<file path="src/e1rf_pkg.sv">
package e1rf_pkg;

  // register offsets
  localparam logic [7:0] ALIGN_OPT_ADDR  = 8'h90;
  localparam logic [7:0] MAINT_OPT_ADDR  = 8'h91;
  localparam logic [7:0] IRQ_EN_ADDR     = 8'h92;
  localparam logic [7:0] IRQ_IND_ADDR    = 8'h94;
  localparam logic [7:0] FRM_STAT_ADDR   = 8'h96;
  localparam logic [7:0] ALARM_STAT_ADDR = 8'h97;

  // reset values
  localparam logic [7:0] ALIGN_OPT_RST = 8'h82;
  localparam logic [7:0] MAINT_OPT_RST = 8'h40;
  localparam logic [7:0] IRQ_EN_RST    = 8'h00;

  // frame alignment options fields
  localparam int CRC_MF_EN_BIT    = 7;
  localparam int SIG_MF_DIS_BIT   = 6;
  localparam int IW_KEEP_BIT      = 5;
  localparam int FORCE_FORCE_REFRAME_BIT   = 2;
  localparam int CRC_FORCE_REFRAME_EN_BIT  = 1;
  localparam int FORCE_REFRAME_LOCK_BIT    = 0;
  localparam logic [7:0] ALIGN_OPT_WMASK = 8'hef;

  // maintenance options fields
  localparam int BIT2_CRIT_BIT    = 6;
  localparam int SMF_EXTRA_BIT    = 5;
  localparam int TS16_SPAN_BIT    = 4;
  localparam int RAI_PERSIST_BIT  = 3;
  localparam int AIS_CRIT_BIT     = 1;
  localparam int CRC_EXCESS_BIT   = 0;
  localparam logic [7:0] MAINT_OPT_WMASK = 8'h7a;

  // interrupt enable / indication fields
  localparam int IW_IRQ_BIT       = 7;
  localparam int OOF_IRQ_BIT      = 6;
  localparam int SMF_LOSS_IRQ_BIT = 5;
  localparam int CMF_LOSS_IRQ_BIT = 4;
  localparam int ALIGN_IRQ_BIT    = 3;
  localparam int FER_IRQ_BIT      = 2;
  localparam int SMF_ERR_IRQ_BIT  = 1;
  localparam int CMF_ERR_IRQ_BIT  = 0;

  // alarm status fields
  localparam int RAI_STAT_BIT     = 7;
  localparam int AIS_STAT_BIT     = 2;

  // criteria counts
  localparam logic [1:0] FAS_LOSS_CNT   = 2'd3;
  localparam logic [1:0] BIT2_LOSS_CNT  = 2'd3;
  localparam logic [1:0] SMF_LOSS_CNT   = 2'd2;
  localparam logic [1:0] TS16_SPAN_ONE  = 2'd1;
  localparam logic [1:0] TS16_SPAN_TWO  = 2'd2;
  localparam logic [2:0] RAI_PERSIST    = 3'd4;
  localparam int         AIS_PERIOD     = 512;
  localparam logic [1:0] AIS_MIN_ZEROS  = 2'd3;
  localparam logic [1:0] AIS_RUN        = 2'd2;
  localparam int         CRC_EXCESS_LIM = 915;

  // one second of clock cycles
  localparam int CLK_PERIOD_NS = 25;
  localparam int ONE_SEC_NS    = 1_000_000_000;
  localparam int SEC_CYCLES    = ONE_SEC_NS / CLK_PERIOD_NS;

endpackage : e1rf_pkg

</file>
<file path="src/e1rf_framer_ctrl.sv">
`timescale 1ns/1ps
// How it works
// - crc multiframe enable starts search; when off, crc statuses and irqs read 0
// - signaling multiframe disable stops search and zeroes its loss and error
// - in interworking, crc search stops unless keep-search control is set
// - rising edge of force-reframe resyncs; software clears it before reuse
// - 915 crc errors in one second reframe only when that enable is set
// - reframe lock ignores error criteria once aligned; forced reframe still works
// - AIS is detected only while out of frame
// - bit two criterion adds loss after three consecutive nfas bit two errors
// - signaling loss on two errored patterns, or all-zero slot 16 if selected
// - all-zero slot 16 span is one multiframe, or two when span bit set
// - remote alarm on any A=1, or four consecutive; any A=0 clears
// - AIS mode 0: out of frame and a 512-bit period under 3 zeros
// - AIS mode 1: two low periods declare, two periods with 3+ zeros clear
// - excess crc flag sets at 915 errors per second, clears on read
// - four enables raise interrupt on every change of matching status
// - alignment change enable raises interrupt on frame position change
// - frame error enable raises interrupt on errored alignment signal
// - control and enable registers held reset in non-E1 or unframed mode
// - signaling and crc multiframe pattern errors each have an interrupt enable
module e1rf_framer_ctrl
  import e1rf_pkg::*;
#(
  parameter int SEC_CNT = SEC_CYCLES
)(
  // clock and reset
  input  wire logic       clk,
  input  wire logic       reset,
  // global mode
  input  wire logic       line_standard_select,
  input  wire logic       unframed_select,
  // microprocessor port
  input  wire logic       cs_n,
  input  wire logic       rd_n,
  input  wire logic       wr_n,
  input  wire logic [7:0] addr,
  input  wire logic [7:0] wdata,
  output logic      [7:0] rdata_q,
  output logic            data_oe_n_q,
  output logic            irq_n_q,
  // events from the receive datapath
  input  wire logic       frame_found,
  input  wire logic       align_moved,
  input  wire logic       fas_check,
  input  wire logic       fas_err,
  input  wire logic       nfas_check,
  input  wire logic       bit2_err,
  input  wire logic       a_bit_check,
  input  wire logic       a_bit,
  input  wire logic       smf_check,
  input  wire logic       smf_err,
  input  wire logic       ts16_zero,
  input  wire logic       smf_found,
  input  wire logic       cmf_check,
  input  wire logic       cmf_err,
  input  wire logic       cmf_found,
  input  wire logic       crc_error,
  input  wire logic       interwork_detect,
  input  wire logic       bit_valid,
  input  wire logic       bit_data,
  // controls and status to the datapath
  output logic            reframe_q,
  output logic            crc_mf_search_q,
  output logic            sig_mf_search_q,
  output logic            out_of_frame_q,
  output logic            remote_alarm_state_q,
  output logic            ais_q
);

  logic       frm_rst;
  logic [7:0] align_q;
  logic [7:0] maint_q;
  logic [7:0] irq_en_q;
  logic [7:0] ind_q;
  logic       wr_prev_q;
  logic       rd_prev_q;
  logic       wr_stb;
  logic       rd_stb;
  logic       force_reframe_prev_q;
  logic [1:0] fas_cnt_q;
  logic [1:0] bit2_cnt_q;
  logic [1:0] smf_cnt_q;
  logic [1:0] ts16_cnt_q;
  logic [2:0] rai_cnt_q;
  logic       smf_oof_q;
  logic       cmf_oof_q;
  logic       iw_q;
  logic [3:0] stat_prev_q;
  logic       crc_excess_pulse;
  logic       crc_excess_flag;
  logic       crc_en;
  logic       sig_dis;
  logic       force_edge;
  logic       fas_loss;
  logic       bit2_loss;
  logic       err_reframe;
  logic       smf_loss;
  logic [1:0] ts16_need;
  logic [3:0] stat_now;
  logic [7:0] ind_set;
  logic [7:0] rd_mux;

  function automatic logic [1:0] sat_inc(input logic [1:0] v,
                                         input logic [1:0] top);
    sat_inc = (v == top) ? v : v + 2'd1;
  endfunction : sat_inc

  // registers stay at their reset values while the framer is not in use
  assign frm_rst = reset || !line_standard_select || unframed_select;
  assign crc_en  = align_q[CRC_MF_EN_BIT];
  assign sig_dis = align_q[SIG_MF_DIS_BIT];

  // bus strobes act once per access, on the cycle the strobe arrives
  assign wr_stb = !cs_n && !wr_n && !wr_prev_q;
  assign rd_stb = !cs_n && !rd_n && !rd_prev_q;

  always_ff @(posedge clk)
  begin
    if (reset)
    begin
      wr_prev_q <= 1'b0;
      rd_prev_q <= 1'b0;
    end
    else
    begin
      wr_prev_q <= !cs_n && !wr_n;
      rd_prev_q <= !cs_n && !rd_n;
    end
  end

  always_ff @(posedge clk)
  begin
    if (frm_rst)
    begin
      align_q  <= ALIGN_OPT_RST;
      maint_q  <= MAINT_OPT_RST;
      irq_en_q <= IRQ_EN_RST;
    end
    else if (wr_stb)
    begin
      if (addr == ALIGN_OPT_ADDR)
        align_q  <= wdata & ALIGN_OPT_WMASK;
      if (addr == MAINT_OPT_ADDR)
        maint_q  <= wdata & MAINT_OPT_WMASK;
      if (addr == IRQ_EN_ADDR)
        irq_en_q <= wdata;
    end
  end

  // reframe triggers
  always_ff @(posedge clk)
  begin
    if (frm_rst)
      force_reframe_prev_q <= 1'b0;
    else
      force_reframe_prev_q <= align_q[FORCE_FORCE_REFRAME_BIT];
  end

  assign force_edge = align_q[FORCE_FORCE_REFRAME_BIT] && !force_reframe_prev_q;
  assign fas_loss   = fas_check && fas_err &&
                      (sat_inc(fas_cnt_q, FAS_LOSS_CNT) == FAS_LOSS_CNT);
  assign bit2_loss  = maint_q[BIT2_CRIT_BIT] && nfas_check && bit2_err &&
                      (sat_inc(bit2_cnt_q, BIT2_LOSS_CNT) == BIT2_LOSS_CNT);
  // lock keeps alignment against every error criterion
  assign err_reframe = !align_q[FORCE_REFRAME_LOCK_BIT] && !out_of_frame_q &&
                       (fas_loss || bit2_loss ||
                        (crc_excess_pulse && align_q[CRC_FORCE_REFRAME_EN_BIT]));

  always_ff @(posedge clk)
  begin
    if (frm_rst)
      fas_cnt_q <= '0;
    else if (out_of_frame_q)
      fas_cnt_q <= '0;
    else if (fas_check)
      fas_cnt_q <= fas_err ? sat_inc(fas_cnt_q, FAS_LOSS_CNT) : 2'd0;
  end

  always_ff @(posedge clk)
  begin
    if (frm_rst || out_of_frame_q || !maint_q[BIT2_CRIT_BIT])
      bit2_cnt_q <= '0;
    else if (nfas_check)
      bit2_cnt_q <= bit2_err ? sat_inc(bit2_cnt_q, BIT2_LOSS_CNT) : 2'd0;
  end

  always_ff @(posedge clk)
  begin
    if (frm_rst)
      reframe_q <= 1'b0;
    else
      reframe_q <= force_edge || err_reframe;
  end

  always_ff @(posedge clk)
  begin
    if (frm_rst)
      out_of_frame_q <= 1'b1;
    else if (force_edge || err_reframe)
      out_of_frame_q <= 1'b1;
    else if (frame_found)
      out_of_frame_q <= 1'b0;
  end

  // signaling multiframe
  assign ts16_need = maint_q[TS16_SPAN_BIT] ? TS16_SPAN_TWO :
                     TS16_SPAN_ONE;
  assign smf_loss  = smf_check &&
                     ((smf_err &&
                       sat_inc(smf_cnt_q, SMF_LOSS_CNT) == SMF_LOSS_CNT) ||
                      (maint_q[SMF_EXTRA_BIT] && ts16_zero &&
                       sat_inc(ts16_cnt_q, TS16_SPAN_TWO) >= ts16_need));

  always_ff @(posedge clk)
  begin
    if (frm_rst || smf_oof_q)
    begin
      smf_cnt_q  <= '0;
      ts16_cnt_q <= '0;
    end
    else if (smf_check)
    begin
      smf_cnt_q  <= smf_err ? sat_inc(smf_cnt_q, SMF_LOSS_CNT) : 2'd0;
      ts16_cnt_q <= ts16_zero ? sat_inc(ts16_cnt_q, TS16_SPAN_TWO) : 2'd0;
    end
  end

  always_ff @(posedge clk)
  begin
    if (frm_rst || sig_dis)
      smf_oof_q <= 1'b0;
    else if (out_of_frame_q || smf_loss)
      smf_oof_q <= 1'b1;
    else if (smf_found)
      smf_oof_q <= 1'b0;
  end

  // crc multiframe and interworking
  always_ff @(posedge clk)
  begin
    if (frm_rst || !crc_en)
    begin
      cmf_oof_q <= 1'b0;
      iw_q      <= 1'b0;
    end
    else
    begin
      iw_q <= interwork_detect;
      if (out_of_frame_q)
        cmf_oof_q <= 1'b1;
      else if (cmf_found)
        cmf_oof_q <= 1'b0;
    end
  end

  always_ff @(posedge clk)
  begin
    if (frm_rst)
    begin
      crc_mf_search_q <= 1'b0;
      sig_mf_search_q <= 1'b0;
    end
    else
    begin
      crc_mf_search_q <= crc_en && cmf_oof_q && !out_of_frame_q &&
                         !(iw_q && !align_q[IW_KEEP_BIT]);
      sig_mf_search_q <= !sig_dis && smf_oof_q && !out_of_frame_q;
    end
  end

  // remote alarm
  always_ff @(posedge clk)
  begin
    if (frm_rst)
    begin
      rai_cnt_q            <= '0;
      remote_alarm_state_q <= 1'b0;
    end
    else if (a_bit_check)
    begin
      if (!a_bit)
      begin
        rai_cnt_q            <= '0;
        remote_alarm_state_q <= 1'b0;
      end
      else
      begin
        if (rai_cnt_q != RAI_PERSIST)
          rai_cnt_q <= rai_cnt_q + 3'd1;
        if (!maint_q[RAI_PERSIST_BIT] ||
            rai_cnt_q >= RAI_PERSIST - 3'd1)
          remote_alarm_state_q <= 1'b1;
      end
    end
  end

  e1rf_ais_detect u_ais (
    .clk             (clk),
    .reset           (frm_rst),
    .bit_valid       (bit_valid),
    .bit_data        (bit_data),
    .two_period_mode (maint_q[AIS_CRIT_BIT]),
    .out_of_frame    (out_of_frame_q),
    .ais_q           (ais_q)
  );

  e1rf_crc_excess #(
    .WINDOW_CYCLES (SEC_CNT),
    .ERR_LIMIT     (CRC_EXCESS_LIM)
  ) u_crc_excess (
    .clk            (clk),
    .reset          (frm_rst || !crc_en),
    .crc_error      (crc_error),
    .flag_read      (rd_stb && addr == MAINT_OPT_ADDR),
    .excess_pulse_q (crc_excess_pulse),
    .flag_q         (crc_excess_flag)
  );

  // interrupt indications
  assign stat_now = {iw_q, out_of_frame_q, smf_oof_q, cmf_oof_q};

  always_ff @(posedge clk)
  begin
    // reset status is out of frame only, so no false change after reset
    if (frm_rst)
      stat_prev_q <= {1'b0, 1'b1, 1'b0, 1'b0};
    else
      stat_prev_q <= stat_now;
  end

  always_comb
  begin
    ind_set = '0;
    ind_set[IW_IRQ_BIT]       = stat_now[3] ^ stat_prev_q[3];
    ind_set[OOF_IRQ_BIT]      = stat_now[2] ^ stat_prev_q[2];
    ind_set[SMF_LOSS_IRQ_BIT] = stat_now[1] ^ stat_prev_q[1];
    ind_set[CMF_LOSS_IRQ_BIT] = stat_now[0] ^ stat_prev_q[0];
    ind_set[ALIGN_IRQ_BIT]    = align_moved;
    ind_set[FER_IRQ_BIT]      = fas_check && fas_err;
    ind_set[SMF_ERR_IRQ_BIT]  = smf_check && smf_err && !sig_dis;
    ind_set[CMF_ERR_IRQ_BIT]  = cmf_check && cmf_err && crc_en;
  end

  // new events win over the clearing read
  always_ff @(posedge clk)
  begin
    if (frm_rst)
      ind_q <= '0;
    else if (rd_stb && addr == IRQ_IND_ADDR)
      ind_q <= ind_set;
    else
      ind_q <= ind_q | ind_set;
  end

  always_ff @(posedge clk)
  begin
    if (frm_rst)
      irq_n_q <= 1'b1;
    else
      irq_n_q <= !(|(ind_q & irq_en_q));
  end

  // register reads
  always_comb
  begin
    rd_mux = '0;
    case (addr)
      ALIGN_OPT_ADDR:  rd_mux = align_q;
      MAINT_OPT_ADDR:  rd_mux = maint_q | {7'h00, crc_excess_flag};
      IRQ_EN_ADDR:     rd_mux = irq_en_q;
      IRQ_IND_ADDR:    rd_mux = ind_q;
      FRM_STAT_ADDR:   rd_mux = {stat_now, 4'h0};
      ALARM_STAT_ADDR:
      begin
        rd_mux[RAI_STAT_BIT] = remote_alarm_state_q;
        rd_mux[AIS_STAT_BIT] = ais_q;
      end
      default:         rd_mux = '0;
    endcase
  end

  always_ff @(posedge clk)
  begin
    if (reset)
    begin
      rdata_q     <= '0;
      data_oe_n_q <= 1'b1;
    end
    else
    begin
      data_oe_n_q <= !(!cs_n && !rd_n);
      if (rd_stb)
        rdata_q <= rd_mux;
    end
  end

endmodule : e1rf_framer_ctrl

</file>
<file path="src/e1rf_ais_detect.sv">
`timescale 1ns/1ps
module e1rf_ais_detect
  import e1rf_pkg::*;
#(
  parameter int PERIOD_BITS = AIS_PERIOD
)(
  // clock and reset
  input  wire logic clk,
  input  wire logic reset,
  // received bit stream
  input  wire logic bit_valid,
  input  wire logic bit_data,
  // control
  input  wire logic two_period_mode,
  input  wire logic out_of_frame,
  // result
  output logic      ais_q
);

  localparam int CW = $clog2(PERIOD_BITS);

  logic [CW-1:0] bit_cnt_q;
  logic [1:0]    zero_cnt_q;
  logic [1:0]    low_run_q;
  logic [1:0]    high_run_q;
  logic          period_end;
  logic          period_low;

  assign period_end = bit_valid && (bit_cnt_q == CW'(PERIOD_BITS - 1));
  // the ending bit itself may be the third zero
  assign period_low = ((zero_cnt_q == AIS_MIN_ZEROS) ? 1'b0 :
                       (zero_cnt_q + 2'(!bit_data)) != AIS_MIN_ZEROS);

  always_ff @(posedge clk)
  begin
    if (reset || period_end)
      bit_cnt_q <= '0;
    else if (bit_valid)
      bit_cnt_q <= bit_cnt_q + CW'(1);
  end

  always_ff @(posedge clk)
  begin
    if (reset || period_end)
      zero_cnt_q <= '0;
    else if (bit_valid && !bit_data && zero_cnt_q != AIS_MIN_ZEROS)
      zero_cnt_q <= zero_cnt_q + 2'd1;
  end

  always_ff @(posedge clk)
  begin
    if (reset)
    begin
      low_run_q  <= '0;
      high_run_q <= '0;
    end
    else if (period_end)
    begin
      low_run_q  <= period_low ? ((low_run_q == AIS_RUN) ? low_run_q :
                                  low_run_q + 2'd1) : 2'd0;
      high_run_q <= period_low ? 2'd0 : ((high_run_q == AIS_RUN) ?
                                  high_run_q : high_run_q + 2'd1);
    end
  end

  // declaration only while out of frame; once declared, AIS holds after lock until a clearing period
  always_ff @(posedge clk)
  begin
    if (reset)
      ais_q <= 1'b0;
    else if (period_end)
    begin
      if (!two_period_mode)
      begin
        if (period_low && out_of_frame)
          ais_q <= 1'b1;
        else if (!period_low)
          ais_q <= 1'b0;
      end
      else
      begin
        if (period_low && low_run_q != 2'd0 && out_of_frame)
          ais_q <= 1'b1;
        else if (!period_low && high_run_q != 2'd0)
          ais_q <= 1'b0;
      end
    end
  end

endmodule : e1rf_ais_detect

</file>
<file path="src/e1rf_crc_excess.sv">
`timescale 1ns/1ps
module e1rf_crc_excess
  import e1rf_pkg::*;
#(
  parameter int WINDOW_CYCLES = SEC_CYCLES,
  parameter int ERR_LIMIT     = CRC_EXCESS_LIM
)(
  // clock and reset
  input  wire logic clk,
  input  wire logic reset,
  // events
  input  wire logic crc_error,
  input  wire logic flag_read,
  // results
  output logic      excess_pulse_q,
  output logic      flag_q
);

  localparam int WW = $clog2(WINDOW_CYCLES);
  localparam int EW = $clog2(ERR_LIMIT + 1);

  logic [WW-1:0] win_cnt_q;
  logic [EW-1:0] err_cnt_q;
  logic          win_end;
  logic          hit;

  assign win_end = (win_cnt_q == WW'(WINDOW_CYCLES - 1));
  assign hit     = crc_error && (err_cnt_q == EW'(ERR_LIMIT - 1));

  always_ff @(posedge clk)
  begin
    if (reset || win_end)
      win_cnt_q <= '0;
    else
      win_cnt_q <= win_cnt_q + WW'(1);
  end

  // saturates at the limit so one second can only fire once
  always_ff @(posedge clk)
  begin
    if (reset || win_end)
      err_cnt_q <= '0;
    else if (crc_error && err_cnt_q != EW'(ERR_LIMIT))
      err_cnt_q <= err_cnt_q + EW'(1);
  end

  always_ff @(posedge clk)
  begin
    if (reset)
      excess_pulse_q <= 1'b0;
    else
      excess_pulse_q <= hit;
  end

  // a new hit wins over a read in the same cycle
  always_ff @(posedge clk)
  begin
    if (reset)
      flag_q <= 1'b0;
    else if (hit)
      flag_q <= 1'b1;
    else if (flag_read)
      flag_q <= 1'b0;
  end

endmodule : e1rf_crc_excess

</file>
<file path="config.mk">
export PLATFORM = sky130hd
export DESIGN_NAME = e1rf_framer_ctrl
export DESIGN_NICKNAME = d
export VERILOG_FILES = /design/src/e1rf_pkg.sv /design/src/e1rf_framer_ctrl.sv /design/src/e1rf_ais_detect.sv /design/src/e1rf_crc_excess.sv
export SDC_FILE = /design/constraint.sdc
export NUM_CORES = 1
export LEC_CHECK = 0
export BUFFER_PORTS_ARGS = -buffer_cell sky130_fd_sc_hd__buf_4
export CORE_MARGIN = 3
export CORE_UTILIZATION = 58
export DETAILED_ROUTE_END_ITERATION = 16
export PLACE_DENSITY = 0.79
export SLEW_MARGIN = 20
export SYNTH_ARGS = -nofsm -noshare
export SYNTH_HDL_FRONTEND = slang
export SYNTH_SLANG_ARGS = --single-unit
</file>
<file path="constraint.sdc">
create_clock -name clk -period 1.86 [get_ports clk]
set_input_delay 0.372 -clock clk [delete_from_list [all_inputs] [get_ports clk]]
set_output_delay 0.372 -clock clk [all_outputs]
set_load 0.02 [all_outputs]
</file>
# Word-level counts from Yosys, hierarchy flattened
# Index checks and enable logic that the tools add are counted.
[word_totals]
ff_bits = 118
word_cells = 205
in_bits = 42
output_inout_bits = 16
memories = 0
latchBits = 0
romBits = 0
mem_bits_rw = 0
[classes]
n_lt_le_gt_ge = 2
n_eq_ne = 29
n_mul = 0
div = 0
muxes = 34
n_addsub = 12
shift = 0
bitwise_logic = 7
reduce_logical = 88
[op_table]
columns = ["op", "n"]
rows = [
  ["$eq A8 B8 Y1 const B", 6],
  ["$logic_and A1 B1 Y1", 38],
  ["$add A26 B1 Y26 const B", 1],
  ["$eq A26 B26 Y1 const B", 1],
  ["$mux W2", 13],
  ["$eq A2 B2 Y1 const B", 10],
  ["$pmux W4 S5", 1],
  ["$logic_not A1 Y1", 19],
  ["$logic_or A1 B1 Y1", 15],
  ["$add A2 B1 Y2 const B", 7],
  ["$mux W1", 14],
  ["$reduce_and A2 Y1", 7],
  ["$add A10 B1 Y10 const B", 1],
  ["$eq A10 B10 Y1 const B", 1],
  ["$ne A10 B10 Y1 const B", 1],
  ["$reduce_bool A2 Y1", 5],
  ["$add A9 B1 Y9 const B", 1],
  ["$eq A9 B9 Y1 const B", 1],
  ["$and A8 B8 Y8", 1],
  ["$mux W8", 1],
  ["$or A8 B8 Y8", 1],
  ["$pmux W2 S4", 1],
  ["$reduce_or A8 Y1", 1],
  ["$or A7 B1 Y7", 1],
  ["other kinds (14)", 24],
]

# Depth between registers and ports, before layout
[depth]
depth_word = 9
depth_mapped = 9
depth_no_buf = 9

# Hierarchy
# A second synthesis with hierarchy kept.
[hier_totals]
cells_unflattened = 612
area_unflattened_um2 = 5505.3
[modules_own_cells]
columns = ["mod", "seq_area_each_um2", "cells_per_inst", "instances", "area_per_inst_um2"]
rows = [
  ["e1rf_framer_ctrl", 1281.2, 316, 1, 2892.8],
  ["e1rf_crc_excess", 760.7, 202, 1, 1746.7],
  ["e1rf_ais_detect", 320.3, 94, 1, 865.8],
]

# Least setup slack after synthesis
# Ideal clock, no wire load.
[synth_path]
path_kind = "register to register"
startpoint = "register u_ais.bit_cnt_q[2]"
endpoint = "register u_ais.bit_cnt_q[1]"
path_buffers = 1
arrival_time_ns = 1.438
t_required_ns = 1.732
stages_incl_launch_ff = 9
period_less_slack_ns = 1.565
setup_time_ns = 0.128
setup_slack_ns = 0.295
cell_sequence = "dfxtp_1 > and3_1 > nand3_1 > nor2_1 > ha_1 > nand2_1 > nand2_1 > clkbuf_1 > nor2_1"
[synth_via]
elab_chain_cells = 3
[synth_rtl]
columns = ["item", "line", "source"]
rows = [
  ["start, declared", "e1rf_ais_detect.sv:22", "logic [CW-1:0] bit_cnt_q;"],
  ["start signal, assigned", "e1rf_ais_detect.sv:39", "bit_cnt_q <= bit_cnt_q + CW'(1);"],
  ["$eq A9 B9 Y1", "e1rf_ais_detect.sv:29", "assign period_end = bit_valid && (bit_cnt_q == CW'(PERIOD_BITS - 1));"],
  ["$logic_and A1 B1 Y1", "e1rf_ais_detect.sv:29", ""],
  ["$logic_or A1 B1 Y1", "e1rf_ais_detect.sv:36", "if (reset || period_end)"],
]
# Every way passes these cells.
# A chain may end at the register's enable or synchronous reset.

# Worst setup path after layout
[layout_path]
startpoint = "register u_ais.bit_cnt_q[0]"
endpoint = "register u_ais.ais_q"
[layout_via]
elab_chain_cells = 3
[layout_rtl]
columns = ["item", "line", "source"]
rows = [
  ["$eq A9 B9 Y1", "e1rf_ais_detect.sv:29", ""],
  ["$logic_and A1 B1 Y1", "e1rf_ais_detect.sv:29", ""],
  ["$reduce_and A3 Y1 (no line)", "-", ""],
  ["end signal, assigned", "e1rf_ais_detect.sv:70", "ais_q <= 1'b0;"],
  ["end signal, assigned", "e1rf_ais_detect.sv:76", "ais_q <= 1'b1;"],
  ["end signal, assigned", "e1rf_ais_detect.sv:78", "ais_q <= 1'b0;"],
  ["end, declared", "e1rf_ais_detect.sv:17", "output logic ais_q"],
]
# Every way passes these cells.

==> run summary <==
Top FF cell, synth - dfxtp_1
Final Hold Fails - 0
cell with the most instances after synthesis - dfxtp_1
die height - 102 µm
IO Pins - 58
remaining routing DRC violations - 0
crit-path cells - ha_1 -> nand2_1 -> nor2_1 -> ha_1 -> nand2_1 -> a21oi_1 -> a21o_1 -> a22oi_1 -> nor2_1
Synth area leader - dfxtp_1
arrival time worst endpoint - 2.07 ns
die width - 102 µm
Buf+Inv Stages, Crit Path - 0
Required @ worst endpoint - 2.24 ns
Slowest cell on crit path - dfxtp_1
Yosys top cell area share - 43.8%
Cells after Synth - 602
via/cell ratio - 5.70
Final min period - 1.69 ns
fin crit share - 90.7%
hold_ws - 0.0343 ns
Routed Antenna Nets - 0
via count - 4519
Critical Path Sink Type - flip-flop
slew margin rel. - 68.6%
Max-Cap Viols - 0
GRT Util Overall - 25.1%
Pleak - 2.64 nW
WS Path Type - flip-flop to flip-flop
fillers - 630
Design Area, Final - 6600 µm²
number of diodes - 0
worst skew pair latency - 0.52 ns
crit path from - u_ais.bit_cnt_q[0]
Placement Setup Slack - 0.0856 ns
hold path startpoint - wr_n
CTS Buffer Depth - 2
CP delay by family, top - adder cells
Hold Path Class - input pin to flip-flop
Max Freq - 593 MHz
measured slew at the worst slew-check pin - 0.468 ns
routed len/inst - 15.9 µm
antenna violations before repair - 0
CP Launch Type - flip-flop
Clock power frac - 53.2%
Final nets - 732
CTS Buf Count - 17
ranking of synthesized cells by area - dfxtp_1 44%, nor2_1 6.8%, xor2_1 5.5%, mux2i_1 4.6%, ha_1 4.2%
vias in the first global route - 4397
Net Sw Power - 1.31 mW
Max stage delay on crit path - 0.33 ns
TNS Setup - 0 ns
commonest cells in the netlist - 118 x dfxtp_1, 97 x nor2_1, 44 x nand2_1
die area - 10500 µm²
Cell variety after synth - 58
share of power burned in registers - 42.0%
Initial DRC Count - 193
critical path fanouts, max - 7
final number of setup-violating endpoints - 0
Power Density - 925 nW/µm²
Worst IR Drop VDD - 644 µV
Synth Register Bits - 118
Clock transition at path regs - 0.06 ns
post-place instance area - 5970 µm²
final WL - 12600 µm
cell area after synthesis - 5390 µm²
Worst R2R Start - u_ais.bit_cnt_q[0]
Synth async-reset ratio - 0%
largest net degree at the start of global routing - 36
status - completed
core area - 8890 µm²
Final GP Congestion - 0.831
clk_skew - 0.00710 ns
TritonCTS clock tree - done
Ys Warns - 0
share of cells above drive strength 1 - 19.3%
Core Rows - 34
final worst slack - 0.174 ns
clock tree sinks - 118
Congestion Overflow GR - 0
synthesized area per cell - 8.96 µm²
starting density of the core - 60.7%
Mapped Nets - 662
Post-synth EDFFs - 0
post-DP HPWL - 8930 µm
CTS root buf - clkbuf_8
Slew Limit Fails - 0
drt pass-1 iters - 5
global-route wire length before repair - 20600 µm
H-tree depth - 4
RSZ-0062 raised after global routing - false
combinational power share - 4.8%
synth-to-layout area growth - 22.3%
Switching Share - 21.5%
Cell Int Power - 4.79 mW
Buffers on Ports - 57
sequential share of the synthesized area - 43.8%
## state kept, by name, summed over array words and instances, names as in the netlist, 3 cells and up
signal	cells
stat_prev_q	4
u_crc_excess.win_cnt_q	26
u_crc_excess.err_cnt_q	10
irq_en_q	8
u_ais.bit_cnt_q	9
rai_cnt_q	3
ind_q	8
maint_q	5
rdata_q	8
align_q	7
## kinds of logic after synthesis
family	after synthesis	synth area share (%)
flops	118	43.8
compound gates	79	9.56
mux	29	5.89
xor+xnor	46	7.47
fa+ha+maj	18	4.18
buf+inv	49	3.92
simple gates	263	25.2
## path summary, 6_finish.rpt
kind                      end  slack (ns)  cells after the start
hold / removal      wr_prev_q        0.03                      2
setup / recovery  u_ais.ais_q        0.17                      9
hold reg to reg    rdata_q[2]        0.46                      2
setup reg to reg  u_ais.ais_q        0.17                      9
## power groups by stage
stage               logic (mW)  registers (mW)  clock network [mW]
floorplan                0.148            2.62                   0
global placement         0.276            2.62                   0
CTS                      0.288            2.56                3.28
detailed placement       0.284            2.62                   0
finish                   0.291            2.56                3.25
global route             0.314            2.56                3.41
## layer usage
metal | wire [µm] | GRT usage [%]
met4 | 299 | 9.79
met2 | 6380 | 44.0
met5 | 0 | 0
met3 | 741 | 7.03
met1 | 5160 | 28.9
## cell usage in the layout (no fill, tap or decap), drive strengths merged, types with 25 or more instances in the layout
cell type,instances
nor2,98
mux2i,25
nand2,44
nand3,33
inv,27
buf,74
xor2,34
a21oi,28
dfxtp,118
## through the flow
step,util (%),cells,power (mW)
finish,74.2,793,6.10
floorplan,-,602,2.76
global placement,67.2,760,2.89
detailed placement,67.2,760,2.90
global route,74.2,793,6.29
CTS,73.9,792,6.13
## cell type report
class	instances	area, µm²	area share (%)
multi-input combinational	435	2830	42.9
sequential	118	2360	35.8
timing repair buffer	74	572	8.67
clock buffer	20	445	6.75
clock inverter	12	151	2.30
tap	108	135	2.05
inverter	26	97.6	1.48
## repair_timing
item / CTS / global route
setup endpoints to repair: 0 / 37
setup buffers: 0 / 1
hold buffers: 0 / 0
gates resized for setup: 0 / 4
## worst register-to-register path: stages (launching register included)
cell,delay [ns]
dfxtp_1,0.33
ha_1,0.25
nand2_1,0.08
nor2_1,0.04
ha_1,0.17
nand2_1,0.20
a21oi_1,0.06
a21o_1,0.18
a22oi_1,0.18
nor2_1,0.06
No activity file was read; power rests on OpenSTA's default activity.
